$ cat src/ccg_pkg.sv
// shared constants and types of the core and system clock generator
package ccg_pkg;
   // register map, byte addresses on the apb bus
   localparam logic [11:0] CTRL_OFS = 12'h000;
   localparam logic [11:0] STATUS_OFS = 12'h004;
   localparam logic [11:0] SLIPS_OFS = 12'h008;
   localparam int CTRL_DPLL_EN_BIT = 0;
   localparam logic CTRL_DPLL_EN_RST = 1'b1;
   localparam int ST_RATIO_LSB = 0;
   localparam int ST_DELAY_LSB = 4;
   localparam int ST_MODE_LSB = 8;
   localparam int ST_STABLE_BIT = 12;
   localparam int ST_LOCKED_BIT = 13;
   localparam int ST_REF_BIT = 14;
   localparam int ST_EQ_BIT = 15;
   localparam int ST_STATE_LSB = 16;
   localparam int SLIPS_W = 16;

   // clock mode codes
   localparam logic [2:0] MODE_NORMAL = 3'h0;
   localparam logic [2:0] MODE_CHIP_TEST = 3'h1;
   localparam logic [2:0] MODE_MODULE_TEST = 3'h2;
   localparam logic [2:0] MODE_INIT = 3'h3;
   localparam logic [2:0] MODE_FAST = 3'h5;
   localparam int MODE_EQ_BIT = 2;

   // prescaler terminal counts for divide by 1, 2 and 4
   localparam logic [1:0] PRESC_ONE = 2'h0;
   localparam logic [1:0] PRESC_TWO = 2'h1;
   localparam logic [1:0] PRESC_FOUR = 2'h3;

   // strap ranges and timing
   localparam logic [3:0] RATIO_MIN = 4'h3;
   localparam int SETTLE_CORE_CYC = 20;
   localparam int LOCK_RANGE_PPM = 3500;
   localparam int PPM_FULL = 1000000;
   localparam int SLIP_GAP_CYC =
      (PPM_FULL + LOCK_RANGE_PPM - 1) / LOCK_RANGE_PPM;
   localparam int REF_LOSS_CYC = 4096;

   typedef struct packed {
      logic [3:0] ratio;
      logic [2:0] delay;
   } ccg_strap_t;

   typedef enum logic [3:0] {
      DPLL_IDLE = 4'b0001,
      DPLL_ACQ_LOW = 4'b0010,
      DPLL_ACQ_HIGH = 4'b0100,
      DPLL_LOCK = 4'b1000
   } ccg_dpll_t;
endpackage : ccg_pkg

$ cat src/ccg_sync.sv
// three-stage synchroniser that passes a change once stages two and three agree
module ccg_sync
   #(parameter int W = 1,
     parameter logic [W-1:0] IDLE = '0)
   (
   // clock and reset
   input wire logic pclk,
   input wire logic presetn,
   // asynchronous input and filtered result
   input wire logic [W-1:0] d,
   output logic [W-1:0] q
   );

   logic [W-1:0] st1;
   logic [W-1:0] st2;
   logic [W-1:0] st3;

   always_ff @(posedge pclk or negedge presetn)
   begin
      if (!presetn)
      begin
         // start at the pin's idle level so release shows no false change
         st1 <= IDLE;
         st2 <= IDLE;
         st3 <= IDLE;
         q <= IDLE;
      end
      else
      begin
         st1 <= d;
         st2 <= st1;
         st3 <= st2;
         if (st2 == st3)
         begin
            q <= st3;
         end
      end
   end
endmodule : ccg_sync

$ cat src/ccg_clock_gen.sv
// core clock, system clock divider, delayed copy and reference dpll
// Contract
// - delayed system clock copies primary, late by strapped whole core cycles
// - mode 000 gives core clock at half oscillator rate
// - mode 001 gives full-rate core clock with equalizer off
// - mode 010 gives core clock at quarter oscillator rate
// - mode 011 initialises core clock with equalizer on
// - mode 101 gives core clock at oscillator rate
// - mode msb set enables equalizer and full rate; clear disables it except in mode 011
// - ratio strapped from four request lines, valid 3 to 15
// - primary system clock is core clock divided by ratio
// - even ratio symmetric; odd ratio high one core cycle longer
// - delay 0 to 7 strapped; machine check msb, halt lsb
// - with reference present, primary clock is kept synchronised to it
// - coinciding edges stall core generator one oscillator cycle
// - primary stable 20 core cycles after straps settle
// - reference first sampled low: slip until high, then lock
// - reference first sampled high: no slip until low, then lock
// - before lock, slips add about 0.35 percent per period
//
// Our own choices: register access over APB and the address map.
module ccg_clock_gen
   #(parameter int REF_LOSS = ccg_pkg::REF_LOSS_CYC,
     parameter int SLIP_GAP = ccg_pkg::SLIP_GAP_CYC)
   (
   // apb slave; pclk doubles as the oscillator input
   input wire logic pclk,
   input wire logic presetn,
   input wire logic psel,
   input wire logic penable,
   input wire logic pwrite,
   input wire logic [11:0] paddr,
   input wire logic [31:0] pwdata,
   input wire logic [3:0] pstrb,
   output logic [31:0] prdata,
   output logic pready,
   output logic pslverr,
   // mode pins, power-up straps and reference clock
   input wire logic [2:0] clock_mode,
   input wire logic [3:0] ratio_strap,
   input wire logic halt_req,
   input wire logic power_fail_req,
   input wire logic machine_check_req,
   input wire logic reference_clock,
   // generated clocks and status
   output logic core_clock_tick,
   output logic equalizer_enable,
   output logic primary_system_clock,
   output logic primary_system_clock_n,
   output logic delayed_system_clock,
   output logic delayed_system_clock_n,
   output logic system_clock_stable,
   output logic dpll_locked
   );

   localparam int LOSS_W = $clog2(REF_LOSS + 1);
   localparam int GAP_W = $clog2(SLIP_GAP + 1);
   localparam int SETTLE_LAST = ccg_pkg::SETTLE_CORE_CYC - 1;

   logic [2:0] mode_q;
   ccg_pkg::ccg_strap_t strap_q;
   ccg_pkg::ccg_strap_t strap_prev;
   ccg_pkg::ccg_strap_t strap_cap;
   logic ref_q;

   ccg_sync #(.W(3)) u_mode_sync (
      .pclk(pclk),
      .presetn(presetn),
      .d(clock_mode),
      .q(mode_q)
   );
   // strap order: ratio lines, then machine check, power fail, halt
   ccg_sync #(.W(7)) u_strap_sync (
      .pclk(pclk),
      .presetn(presetn),
      .d({ratio_strap, machine_check_req, power_fail_req, halt_req}),
      .q(strap_q)
   );
   // an unused reference is tied high; a low reset would fake an edge
   ccg_sync #(.W(1), .IDLE(1'b1)) u_ref_sync (
      .pclk(pclk),
      .presetn(presetn),
      .d(reference_clock),
      .q(ref_q)
   );

   // core clock prescaler
   logic [1:0] presc;
   logic [1:0] presc_top;
   logic core_run;
   logic slip_hold;
   logic next_tick;

   // msb set forces full rate whatever the low bits say
   assign presc_top = mode_q[ccg_pkg::MODE_EQ_BIT] ? ccg_pkg::PRESC_ONE :
      (mode_q == ccg_pkg::MODE_NORMAL) ? ccg_pkg::PRESC_TWO :
      (mode_q == ccg_pkg::MODE_MODULE_TEST) ? ccg_pkg::PRESC_FOUR :
      ccg_pkg::PRESC_ONE;
   // init mode parks the prescaler so the divider can restart cleanly
   assign core_run = mode_q != ccg_pkg::MODE_INIT;
   assign next_tick = core_run & ~slip_hold & (presc == presc_top);

   always_ff @(posedge pclk or negedge presetn)
   begin
      if (!presetn)
      begin
         presc <= 2'h0;
         core_clock_tick <= 1'b0;
         equalizer_enable <= 1'b0;
      end
      else
      begin
         core_clock_tick <= next_tick;
         equalizer_enable <= mode_q[ccg_pkg::MODE_EQ_BIT] |
            (mode_q == ccg_pkg::MODE_INIT);
         if (!core_run)
         begin
            presc <= 2'h0;
         end
         else if (!slip_hold)
         begin
            presc <= (presc >= presc_top) ? 2'h0 : presc + 2'h1;
         end
      end
   end

   // strap settling and capture
   logic [4:0] settle_cnt;
   logic [3:0] ratio_ok;

   // codes below 3 are unsupported; clamp rather than run too fast
   assign ratio_ok = (strap_q.ratio < ccg_pkg::RATIO_MIN) ?
      ccg_pkg::RATIO_MIN : strap_q.ratio;

   always_ff @(posedge pclk or negedge presetn)
   begin
      if (!presetn)
      begin
         strap_prev <= '0;
         strap_cap <= '0;
         settle_cnt <= 5'h0;
         system_clock_stable <= 1'b0;
      end
      else
      begin
         strap_prev <= strap_q;
         if (!system_clock_stable)
         begin
            if (strap_q != strap_prev)
            begin
               settle_cnt <= 5'h0;
            end
            else if (core_clock_tick)
            begin
               if (settle_cnt == 5'(SETTLE_LAST))
               begin
                  system_clock_stable <= 1'b1;
                  strap_cap.ratio <= ratio_ok;
                  strap_cap.delay <= strap_q.delay;
               end
               else
               begin
                  settle_cnt <= settle_cnt + 5'h1;
               end
            end
         end
      end
   end

   // system clock divider and delay line, both stepped by core ticks
   logic [3:0] sys_cnt;
   logic [3:0] next_cnt;
   logic [3:0] hi_len;
   logic sys_wrap;
   logic sys_rise;
   logic next_sys;
   logic [6:0] hist;
   logic [7:0] next_hist;
   logic sys_step;

   assign sys_step = core_clock_tick & system_clock_stable;
   assign sys_wrap = sys_cnt == (strap_cap.ratio - 4'h1);
   assign next_cnt = sys_wrap ? 4'h0 : sys_cnt + 4'h1;
   assign hi_len = 4'(({1'b0, strap_cap.ratio} + 5'h1) >> 1);
   assign next_sys = next_cnt < hi_len;
   assign sys_rise = sys_step & sys_wrap;
   // hist[0] is the primary clock itself, hist[n] is n core cycles old
   assign next_hist = {hist[6:0], next_sys};

   always_ff @(posedge pclk or negedge presetn)
   begin
      if (!presetn)
      begin
         sys_cnt <= 4'h0;
         hist <= 7'h0;
         primary_system_clock <= 1'b0;
         primary_system_clock_n <= 1'b1;
         delayed_system_clock <= 1'b0;
         delayed_system_clock_n <= 1'b1;
      end
      else if (sys_step)
      begin
         sys_cnt <= next_cnt;
         hist <= next_hist[6:0];
         primary_system_clock <= next_sys;
         primary_system_clock_n <= ~next_sys;
         delayed_system_clock <= next_hist[strap_cap.delay];
         delayed_system_clock_n <= ~next_hist[strap_cap.delay];
      end
   end

   // reference presence, phase slips and lock tracking
   ccg_pkg::ccg_dpll_t dstate;
   ccg_pkg::ccg_dpll_t next_dstate;
   logic ref_last;
   logic [LOSS_W-1:0] loss_cnt;
   logic [GAP_W-1:0] gap_cnt;
   logic ref_present;
   logic ctrl_dpll_en;
   logic dpll_go;
   logic slip_now;
   logic [ccg_pkg::SLIPS_W-1:0] slip_total;

   assign ref_present = loss_cnt != '0;
   assign dpll_go = ctrl_dpll_en & ref_present & system_clock_stable;
   // a reference at most 0.35 percent slower keeps lock slips rare
   assign slip_now = sys_rise & (
      ((dstate == ccg_pkg::DPLL_LOCK) & ref_q) |
      ((dstate == ccg_pkg::DPLL_ACQ_LOW) & ~ref_q & (gap_cnt == '0)));

   always_comb
   begin
      next_dstate = dstate;
      case (dstate)
         ccg_pkg::DPLL_IDLE:
            if (sys_rise)
            begin
               next_dstate = ref_q ? ccg_pkg::DPLL_ACQ_HIGH :
                  ccg_pkg::DPLL_ACQ_LOW;
            end
         ccg_pkg::DPLL_ACQ_LOW:
            if (sys_rise && ref_q)
            begin
               next_dstate = ccg_pkg::DPLL_LOCK;
            end
         ccg_pkg::DPLL_ACQ_HIGH:
            if (sys_rise && !ref_q)
            begin
               next_dstate = ccg_pkg::DPLL_LOCK;
            end
         ccg_pkg::DPLL_LOCK:
            next_dstate = ccg_pkg::DPLL_LOCK;
         default:
            next_dstate = ccg_pkg::DPLL_IDLE;
      endcase
      if (!dpll_go)
      begin
         next_dstate = ccg_pkg::DPLL_IDLE;
      end
   end

   always_ff @(posedge pclk or negedge presetn)
   begin
      if (!presetn)
      begin
         dstate <= ccg_pkg::DPLL_IDLE;
         dpll_locked <= 1'b0;
         ref_last <= 1'b1;
         loss_cnt <= '0;
         gap_cnt <= '0;
         slip_hold <= 1'b0;
         slip_total <= '0;
      end
      else
      begin
         dstate <= next_dstate;
         dpll_locked <= next_dstate == ccg_pkg::DPLL_LOCK;
         ref_last <= ref_q;
         if (ref_q != ref_last)
         begin
            loss_cnt <= LOSS_W'(REF_LOSS);
         end
         else if (ref_present)
         begin
            loss_cnt <= loss_cnt - 1'b1;
         end
         slip_hold <= slip_now;
         if (slip_now)
         begin
            gap_cnt <= GAP_W'(SLIP_GAP - 1);
            slip_total <= slip_total + 1'b1;
         end
         else if (gap_cnt != '0)
         begin
            gap_cnt <= gap_cnt - 1'b1;
         end
      end
   end

   // apb slave: zero wait, answer registered in the setup cycle
   logic setup;
   logic wr_ok;
   logic hit_ctrl;
   logic hit_status;
   logic hit_slips;
   logic mapped;
   logic [31:0] status_word;
   logic [31:0] rd_mux;

   assign setup = psel & ~penable;
   assign wr_ok = psel & penable & pready & pwrite;
   assign hit_ctrl = paddr == ccg_pkg::CTRL_OFS;
   assign hit_status = paddr == ccg_pkg::STATUS_OFS;
   assign hit_slips = paddr == ccg_pkg::SLIPS_OFS;
   assign mapped = hit_ctrl | hit_status | hit_slips;
   assign rd_mux = hit_ctrl ? {31'h0, ctrl_dpll_en} :
      hit_status ? status_word :
      hit_slips ? {16'h0, slip_total} : 32'h0;

   always_comb
   begin
      status_word = 32'h0;
      status_word[ccg_pkg::ST_RATIO_LSB +: 4] = strap_cap.ratio;
      status_word[ccg_pkg::ST_DELAY_LSB +: 3] = strap_cap.delay;
      status_word[ccg_pkg::ST_MODE_LSB +: 3] = mode_q;
      status_word[ccg_pkg::ST_STABLE_BIT] = system_clock_stable;
      status_word[ccg_pkg::ST_LOCKED_BIT] = dpll_locked;
      status_word[ccg_pkg::ST_REF_BIT] = ref_present;
      status_word[ccg_pkg::ST_EQ_BIT] = equalizer_enable;
      status_word[ccg_pkg::ST_STATE_LSB +: 4] = dstate;
   end

   always_ff @(posedge pclk or negedge presetn)
   begin
      if (!presetn)
      begin
         pready <= 1'b0;
         pslverr <= 1'b0;
         prdata <= 32'h0;
         ctrl_dpll_en <= ccg_pkg::CTRL_DPLL_EN_RST;
      end
      else
      begin
         pready <= setup;
         pslverr <= setup & ~mapped;
         prdata <= (setup & ~pwrite) ? rd_mux : 32'h0;
         if (wr_ok && hit_ctrl && pstrb[0])
         begin
            ctrl_dpll_en <= pwdata[ccg_pkg::CTRL_DPLL_EN_BIT];
         end
      end
   end

   // helper counters: core ticks per period and in the high phase
   logic [4:0] per_cnt;
   logic [4:0] hi_cnt;
   logic per_seen;

   always_ff @(posedge pclk or negedge presetn)
   begin
      if (!presetn)
      begin
         per_cnt <= 5'h0;
         hi_cnt <= 5'h0;
         per_seen <= 1'b0;
      end
      else if (sys_step)
      begin
         per_cnt <= sys_rise ? 5'h1 : per_cnt + 5'h1;
         hi_cnt <= sys_rise ? 5'h1 : hi_cnt + {4'h0, next_sys};
         per_seen <= per_seen | sys_rise;
      end
   end

   a_core_half: assert property (@(posedge pclk) disable iff (!presetn)
      (mode_q == ccg_pkg::MODE_NORMAL && $stable(mode_q) && core_clock_tick)
      |=> !core_clock_tick)
      else $error("core clock faster than half rate");
   a_core_quarter: assert property (@(posedge pclk)
      disable iff (!presetn)
      (mode_q == ccg_pkg::MODE_MODULE_TEST && $stable(mode_q)
       && core_clock_tick) |=> !core_clock_tick [*3])
      else $error("core clock faster than quarter rate");
   a_chip_eq_off: assert property (@(posedge pclk) disable iff (!presetn)
      mode_q == ccg_pkg::MODE_CHIP_TEST |=> !equalizer_enable)
      else $error("equalizer on in chip test mode");
   a_init_parks: assert property (@(posedge pclk) disable iff (!presetn)
      mode_q == ccg_pkg::MODE_INIT |=> equalizer_enable && !core_clock_tick)
      else $error("init mode did not park core clock");
   a_msb_full: assert property (@(posedge pclk) disable iff (!presetn)
      (mode_q[2] && $past(mode_q[2]) && !slip_hold)
      |=> core_clock_tick && equalizer_enable)
      else $error("msb mode not at full rate");
   a_period_ratio: assert property (@(posedge pclk) disable iff (!presetn)
      (sys_rise && per_seen) |-> per_cnt == {1'b0, strap_cap.ratio})
      else $error("system clock period not equal to ratio");
   a_high_phase: assert property (@(posedge pclk) disable iff (!presetn)
      (sys_step && primary_system_clock && !next_sys && per_seen)
      |-> hi_cnt == 5'(strap_cap.ratio / 2 + strap_cap.ratio[0]))
      else $error("high phase length wrong");
   a_delay_zero: assert property (@(posedge pclk) disable iff (!presetn)
      strap_cap.delay == 3'h0 |-> delayed_system_clock == primary_system_clock)
      else $error("zero delay copy differs from primary");
   a_ratio_valid: assert property (@(posedge pclk) disable iff (!presetn)
      system_clock_stable |-> strap_cap.ratio >= ccg_pkg::RATIO_MIN)
      else $error("captured ratio below minimum");
   a_settle_time: assert property (@(posedge pclk) disable iff (!presetn)
      $rose(system_clock_stable) |-> $past(settle_cnt) == 5'(SETTLE_LAST))
      else $error("stable flagged at wrong settle count");
   a_slip_stall: assert property (@(posedge pclk) disable iff (!presetn)
      slip_now |=> slip_hold ##1 !core_clock_tick)
      else $error("slip did not stall the core clock");
   a_high_no_slip: assert property (@(posedge pclk) disable iff (!presetn)
      (dstate == ccg_pkg::DPLL_ACQ_HIGH && sys_rise && ref_q && dpll_go)
      |=> dstate == ccg_pkg::DPLL_ACQ_HIGH && !slip_hold)
      else $error("slip while reference first sampled high");
   a_lock_holds: assert property (@(posedge pclk) disable iff (!presetn)
      (dstate == ccg_pkg::DPLL_LOCK && dpll_go) |=> dpll_locked)
      else $error("lock lost while reference present");
endmodule : ccg_clock_gen

$ cat config.mk
export PLATFORM = sky130hd
export DESIGN_NAME = ccg_clock_gen
export DESIGN_NICKNAME = d
export VERILOG_FILES = /design/src/ccg_pkg.sv /design/src/ccg_sync.sv /design/src/ccg_clock_gen.sv
export SDC_FILE = /design/constraint.sdc
export NUM_CORES = 1
export LEC_CHECK = 0
export BUFFER_PORTS_ARGS = -buffer_cell sky130_fd_sc_hd__buf_2
export CAP_MARGIN = 10
export CORE_MARGIN = 4
export CORE_UTILIZATION = 60
export CTS_CLUSTER_DIAMETER = 150
export DETAILED_ROUTE_END_ITERATION = 10
export PLACE_DENSITY = 0.85
export SETUP_SLACK_MARGIN = 0.15
export SYNTH_ARGS = -nofsm -noshare
export SYNTH_HDL_FRONTEND = slang
export SYNTH_SLANG_ARGS = --single-unit
$ cat constraint.sdc
create_clock -name pclk -period 6.2 [get_ports pclk]
set_input_delay 0.62 -clock pclk [delete_from_list [all_inputs] [get_ports pclk]]
set_output_delay 0.62 -clock pclk [all_outputs]
set_load 0.005 [all_outputs]
== Yosys cells after proc, flatten, opt, wreduce, memory -nomap -nowiden ==
Index checks and enable logic that the tools add are counted.

* Flip-flop bits (word level): 151
* Output and inout bits: 42
* Word-level logic and storage cells: 145

* $add $sub $neg: 8
* $lt $le $gt $ge: 4
* Eq/ne operators: 20
* Mux-type cells: 31
* Bitwise gates (word level): 29
* Reductions and logical operators: 15

{| class="wikitable"
|+ Operators by type and width
! kind !! number
|-
| 2-to-1 mux 20 bit || 3
|-
| 2-to-1 mux 13 bit || 2
|-
| 2-to-1 mux 4 bit || 6
|-
| 2-to-1 mux 9 bit || 2
|-
| adder 16 x 1 -> 16 bit (second input constant) || 1
|-
| bitwise AND 1 bit || 16
|-
| 2-to-1 mux 16 bit || 1
|-
| one-hot mux 4 bit (4 select lines) || 1
|-
| 2-to-1 mux 5 bit || 3
|-
| nonzero test 13 bit || 1
|-
| subtractor 13 x 1 -> 13 bit (second input constant) || 1
|-
| equality test 12 x 3 -> 1 bit (second input constant) || 1
|-
| equality test 12 x 4 -> 1 bit (second input constant) || 1
|-
| zero test 12 bit || 1
|-
| 2-to-1 mux 2 bit || 6
|-
| zero test 9 bit || 1
|-
| NOT 1 bit || 9
|-
| nonzero test 9 bit || 1
|-
| subtractor 9 x 1 -> 9 bit (second input constant) || 1
|-
| equality test 4 bit (second input constant) || 2
|-
| equality test 7 bit || 1
|-
| inequality test 7 bit || 1
|-
| equality test 3 x 2 -> 1 bit (second input constant) || 2
|-
| nonzero test 2 bit || 3
|-
| other kinds (29) || 40
|}

== Longest topological paths before layout ==
* Depth after elaboration: 8
* Gate-level depth with buffers: 11
* Depth with buffers taken out: 11

== Cells and area by module ==
A second synthesis with hierarchy kept.

* Cells, all modules: 569
* Area total of the unflattened synthesis: 6493.7 µm²

{| class="wikitable"
|+ Modules (own cells, without submodules)
! module !! times used !! cells an instance !! area each (µm²)
|-
| ccg_clock_gen || 1 || 498 || 5131.2
|-
| ccg_sync at u_strap_sync || 1 || 44 || 865.8
|-
| ccg_sync at u_mode_sync || 1 || 22 || 380.4
|-
| ccg_sync at u_ref_sync || 1 || 5 || 116.4
|}

== Least setup slack after synthesis ==
Ideal clock, no wire load.

* Path type: register to register
* Start: reg strap_cap, in the netlist status_word[0]
* End: reg delayed_system_clock_n
* Arrival time: 2284 ps
* Setup slack: 3834 ps
* Stages on the path, launching flop included: 12
* Buffers on the path: 0
* Clock period less this slack: 2366 ps
* Cell sequence: dfrtp_1 > inv_1 > ha_1 > xor2_1 > nand3_1 > nor2_1 > nor2b_1 > ha_1 > a21oi_1 > o21a_1 > a211oi_1 > a211o_1

* Longest elaborated chain between the ends: 7

{| class="wikitable"
|+ Ends and longest elaborated chain
! element !! RTL line !! RTL
|-
| start: declaration || ccg_clock_gen.sv:63 || <nowiki>ccg_pkg::ccg_strap_t strap_cap;</nowiki>
|-
| subtractor 4 x 1 -> 4 bit || ccg_clock_gen.sv:182 || <nowiki>assign sys_wrap = sys_cnt == (strap_cap.ratio - 4'h1);</nowiki>
|-
| equality test 4 bit || ccg_clock_gen.sv:182 ||
|-
| 2-to-1 mux 4 bit || ccg_clock_gen.sv:183 || <nowiki>assign next_cnt = sys_wrap ? 4'h0 : sys_cnt + 4'h1;</nowiki>
|-
| net next_cnt[1] || ccg_clock_gen.sv:172 || <nowiki>logic [3:0] next_cnt;</nowiki>
|-
| < comparator 4 bit || ccg_clock_gen.sv:185 || <nowiki>assign next_sys = next_cnt < hi_len;</nowiki>
|-
| binary-select mux 1 bit (select 3 bit) || ccg_clock_gen.sv:208 || <nowiki>delayed_system_clock_n <= ~next_hist[strap_cap.delay];</nowiki>
|-
| 2-to-1 mux 1 bit (implied by the code) || ccg_clock_gen.sv:208 ||
|-
| NOT 1 bit || ccg_clock_gen.sv:208 ||
|-
| end signal: assignment || ccg_clock_gen.sv:208 ||
|-
| end: declaration || ccg_clock_gen.sv:51 || <nowiki>output logic delayed_system_clock_n,</nowiki>
|}

The timed path passes the listed nets, and every way through them passes these cells. The select of a mux whose other input is x is not followed.
A chain may end at the register's enable or synchronous reset.

== Final worst setup path ==
Same ends and word-level chain as after synthesis.

==> impl_metrics.tcl <==
set metrics [dict create \
    wirelength_mm 12.7 \
    crit_arrival_ps 3220 \
    postCtsSetupBuffers 0 \
    cts_tree "yes" \
    fmax_mhz 363 \
    fin_hold_ws_ps 158 \
    path_clk_slew_ps 60 \
    setup_viol 0 \
    viasPerCell 5.64 \
    dr.pass1.iters 4 \
    ys.flop_type "dfrtp_1" \
    hold_buffers 0 \
    required_ps 6660 \
    grt_max_degree 95 \
    dp_slack_ps 3280 \
    leakage_uw 0.00358 \
    synth_seq_cells 150 \
    dp_hpwl_mm 8.76 \
    layout_common_cells "dfrtp_1, nor2_1, buf_2" \
    use_met1_pct 27.5 \
    clk_path_buf_depth 2 \
    worst_slack_ps 3450 \
    rows 37 \
    path_class "reg2reg" \
    slew_violations 0 \
    tritoncts.num_buffers 17 \
    met3_usage_pct 6.15 \
    wl_per_cell_um 16.2 \
    yosysTopAreaCell "dfrtp_1" \
    port-buffer-count 59 \
    synth_edf_count 0 \
    tightest_slew_ps 1100 \
    post-route-period-util_pct 44.4 \
    yosysWarnings 0 \
    grt_pass1_vias 4585 \
    clkLatencyLatePin_ps 540 \
    area_growth_pct 14.6 \
    power_density_nw_per_um2 331 \
    fp.coreArea_um2 10500 \
    grt_pass1_wl_mm 21.8 \
    postSynthCellCount 569 \
    fin_crit_ps 2750 \
    die-height_um 112 \
    r2r_setup_slack_ps 3450 \
    yosys.area.top_type_share_pct 54.1 \
    antenna_found_initial 0 \
    busiest_layer "met2" \
    ant_nets 0 \
    synth_seq_area_share_pct 57.8 \
    final_common_cell "dfrtp_1" \
    ios 106 \
    ctsHtreeMaxLevel 4 \
    hp-class "in2async" \
    routabilityCongestion 0.816 \
    crit_path_max_fanout 6 \
    drt-initial-drc-count 312 \
    start_util_pct 62.3 \
    dieArea_um2 12600 \
    fillCellCount 711 \
    maxCapViolations 0 \
    synth.distinct_cells 59 \
    groute.usage.overall_pct 21.8 \
    drc_errors 0 \
    vias 4402 \
    dieWidth_um 112 \
    r2r_cells 11 \
    cts-root-buf "clkbuf_8" \
    status "finished clean" \
    timing.rr.start "status_word[0]" \
    peakVddDrop_mv 0.237 \
    stdcell_count 780 \
    finalSetupTns_ps 0 \
    r2r-end "delayed_system_clock_n" \
    async_flop_share_pct 100 \
    cts.sinks 150 \
    synth_area_um2 6520 \
    clock_skew_ps 7.18 \
    placed_cells 748 \
    p_total_uw 2470 \
    n_antenna_cell 0 \
    layout.nets 707 \
    ys_top_cells_by_area "dfrtp_1, xnor2_1, nor2_1" \
    cts_resized 0 \
    use_met2_pct 35.9 \
    endpoint_kind "flip-flop" \
    worstSetupStartpointType "flip-flop" \
    drive_gt1_share_pct 20.5 \
    postSynthAreaPerCell_um2 11.5 \
    hold_viol 0 \
    rsz0062_at_grt "false" \
    slew_headroom_pct 26.3 \
    grt_overflow_total 0 \
]
[cells in the mapped netlist, types with 2 or more instances]
library cell,instances
dfstp_2,9
clkbuf_1,13
o21ai_0,9
nand2b_1,9
o2bb2ai_1,2
a22oi_1,13
nor3_1,12
xnor2_1,38
a21oi_1,14
and4b_1,2
mux2i_1,5
mux2_2,18
and4_1,3
a21o_1,2
xor2_1,25
and3_1,5
nor4_1,10
nor3b_1,4
nand4b_1,3
inv_1,14
nand3b_1,4
ha_1,12
nand3_1,19
or2_2,3
nor4b_1,2
or3_1,4
a31oi_1,2
nand2_1,44
nor2_1,64
nor2b_1,3
a211oi_1,4
and2_1,9
buf_2,2
o21bai_1,2
nand4_1,10
dfrtp_1,141
buf_4,12
[critical path, stage by stage, from the launching register on]
cell	delay, ps
dfrtp_1	470
inv_1	100
ha_1	340
xor2_1	200
nand3_1	110
nor2_1	330
nor2b_1	120
ha_1	330
a21oi_1	160
o21a_1	160
a211oi_1	90
a211o_1	280
[per-stage QoR]
step / util, % / instance area [um^2]
global route: 71.4 / 7470
floorplan: - / 6560
global placement: 65.8 / 6890
finish: 71.4 / 7470
detailed placement: 65.8 / 6890
CTS: 71.4 / 7470
[final cells by class]
| cell class | count | area [um^2] | area share, % |
|---|---|---|---|
| timing repair buffer | 61 | 317 | 4.24 |
| inverter | 15 | 57.6 | 0.771 |
| multi-input combinational | 386 | 2580 | 34.5 |
| sequential | 150 | 3760 | 50.4 |
| tap | 136 | 170 | 2.28 |
| clock buffer | 19 | 432 | 5.78 |
| clock inverter | 13 | 148 | 1.98 |
[worst max-delay path by stage]
stage,startpoint,to,slack (ps)
3_3_place_gp,paddr[1],prdata[17],3380
6_report,status_word[0],delayed_system_clock_n,3450
3_5_place_dp,paddr[7],prdata[19],3280
4_1_cts,status_word[0],delayed_system_clock_n,3460
2_1_floorplan,status_word[0],delayed_system_clock_n,3830
5_1_grt,status_word[0],delayed_system_clock_n,3230
[report_power, final]
| group | internal [uW] | switching (uW) |
|---|---|---|
| sequential | 1060 | 79.7 |
| combinational | 153 | 192 |
| clock | 587 | 397 |
| total | 1810 | 668 |
[layer usage]
metal	share of wire, %	wire length [um]	vias to the layer above
li1	-	-	2058
met1	42	5380	2199
met2	51	6470	118
met3	4.4	557	27
met4	2.0	257	0
met5	0	0	-
[logic make-up after synthesis]
group	after synthesis	synth area share [%]
multiplexers	24	4.22
XOR/XNOR	64	8.81
buffers and inverters	44	3.46
AND/OR/NAND/NOR	217	17.2
other	1	0.0575
AO/OA/AOI/OAI	56	5.99
adder cells (fa/ha/maj)	13	2.46
flip-flops	150	57.8
[registers in the layout, summed over array words and instances (netlist names), 9 cells and up]
name        cells
gap_cnt         9
loss_cnt       13
prdata         20
slip_total     16
(Power assumes the default switching activity.)
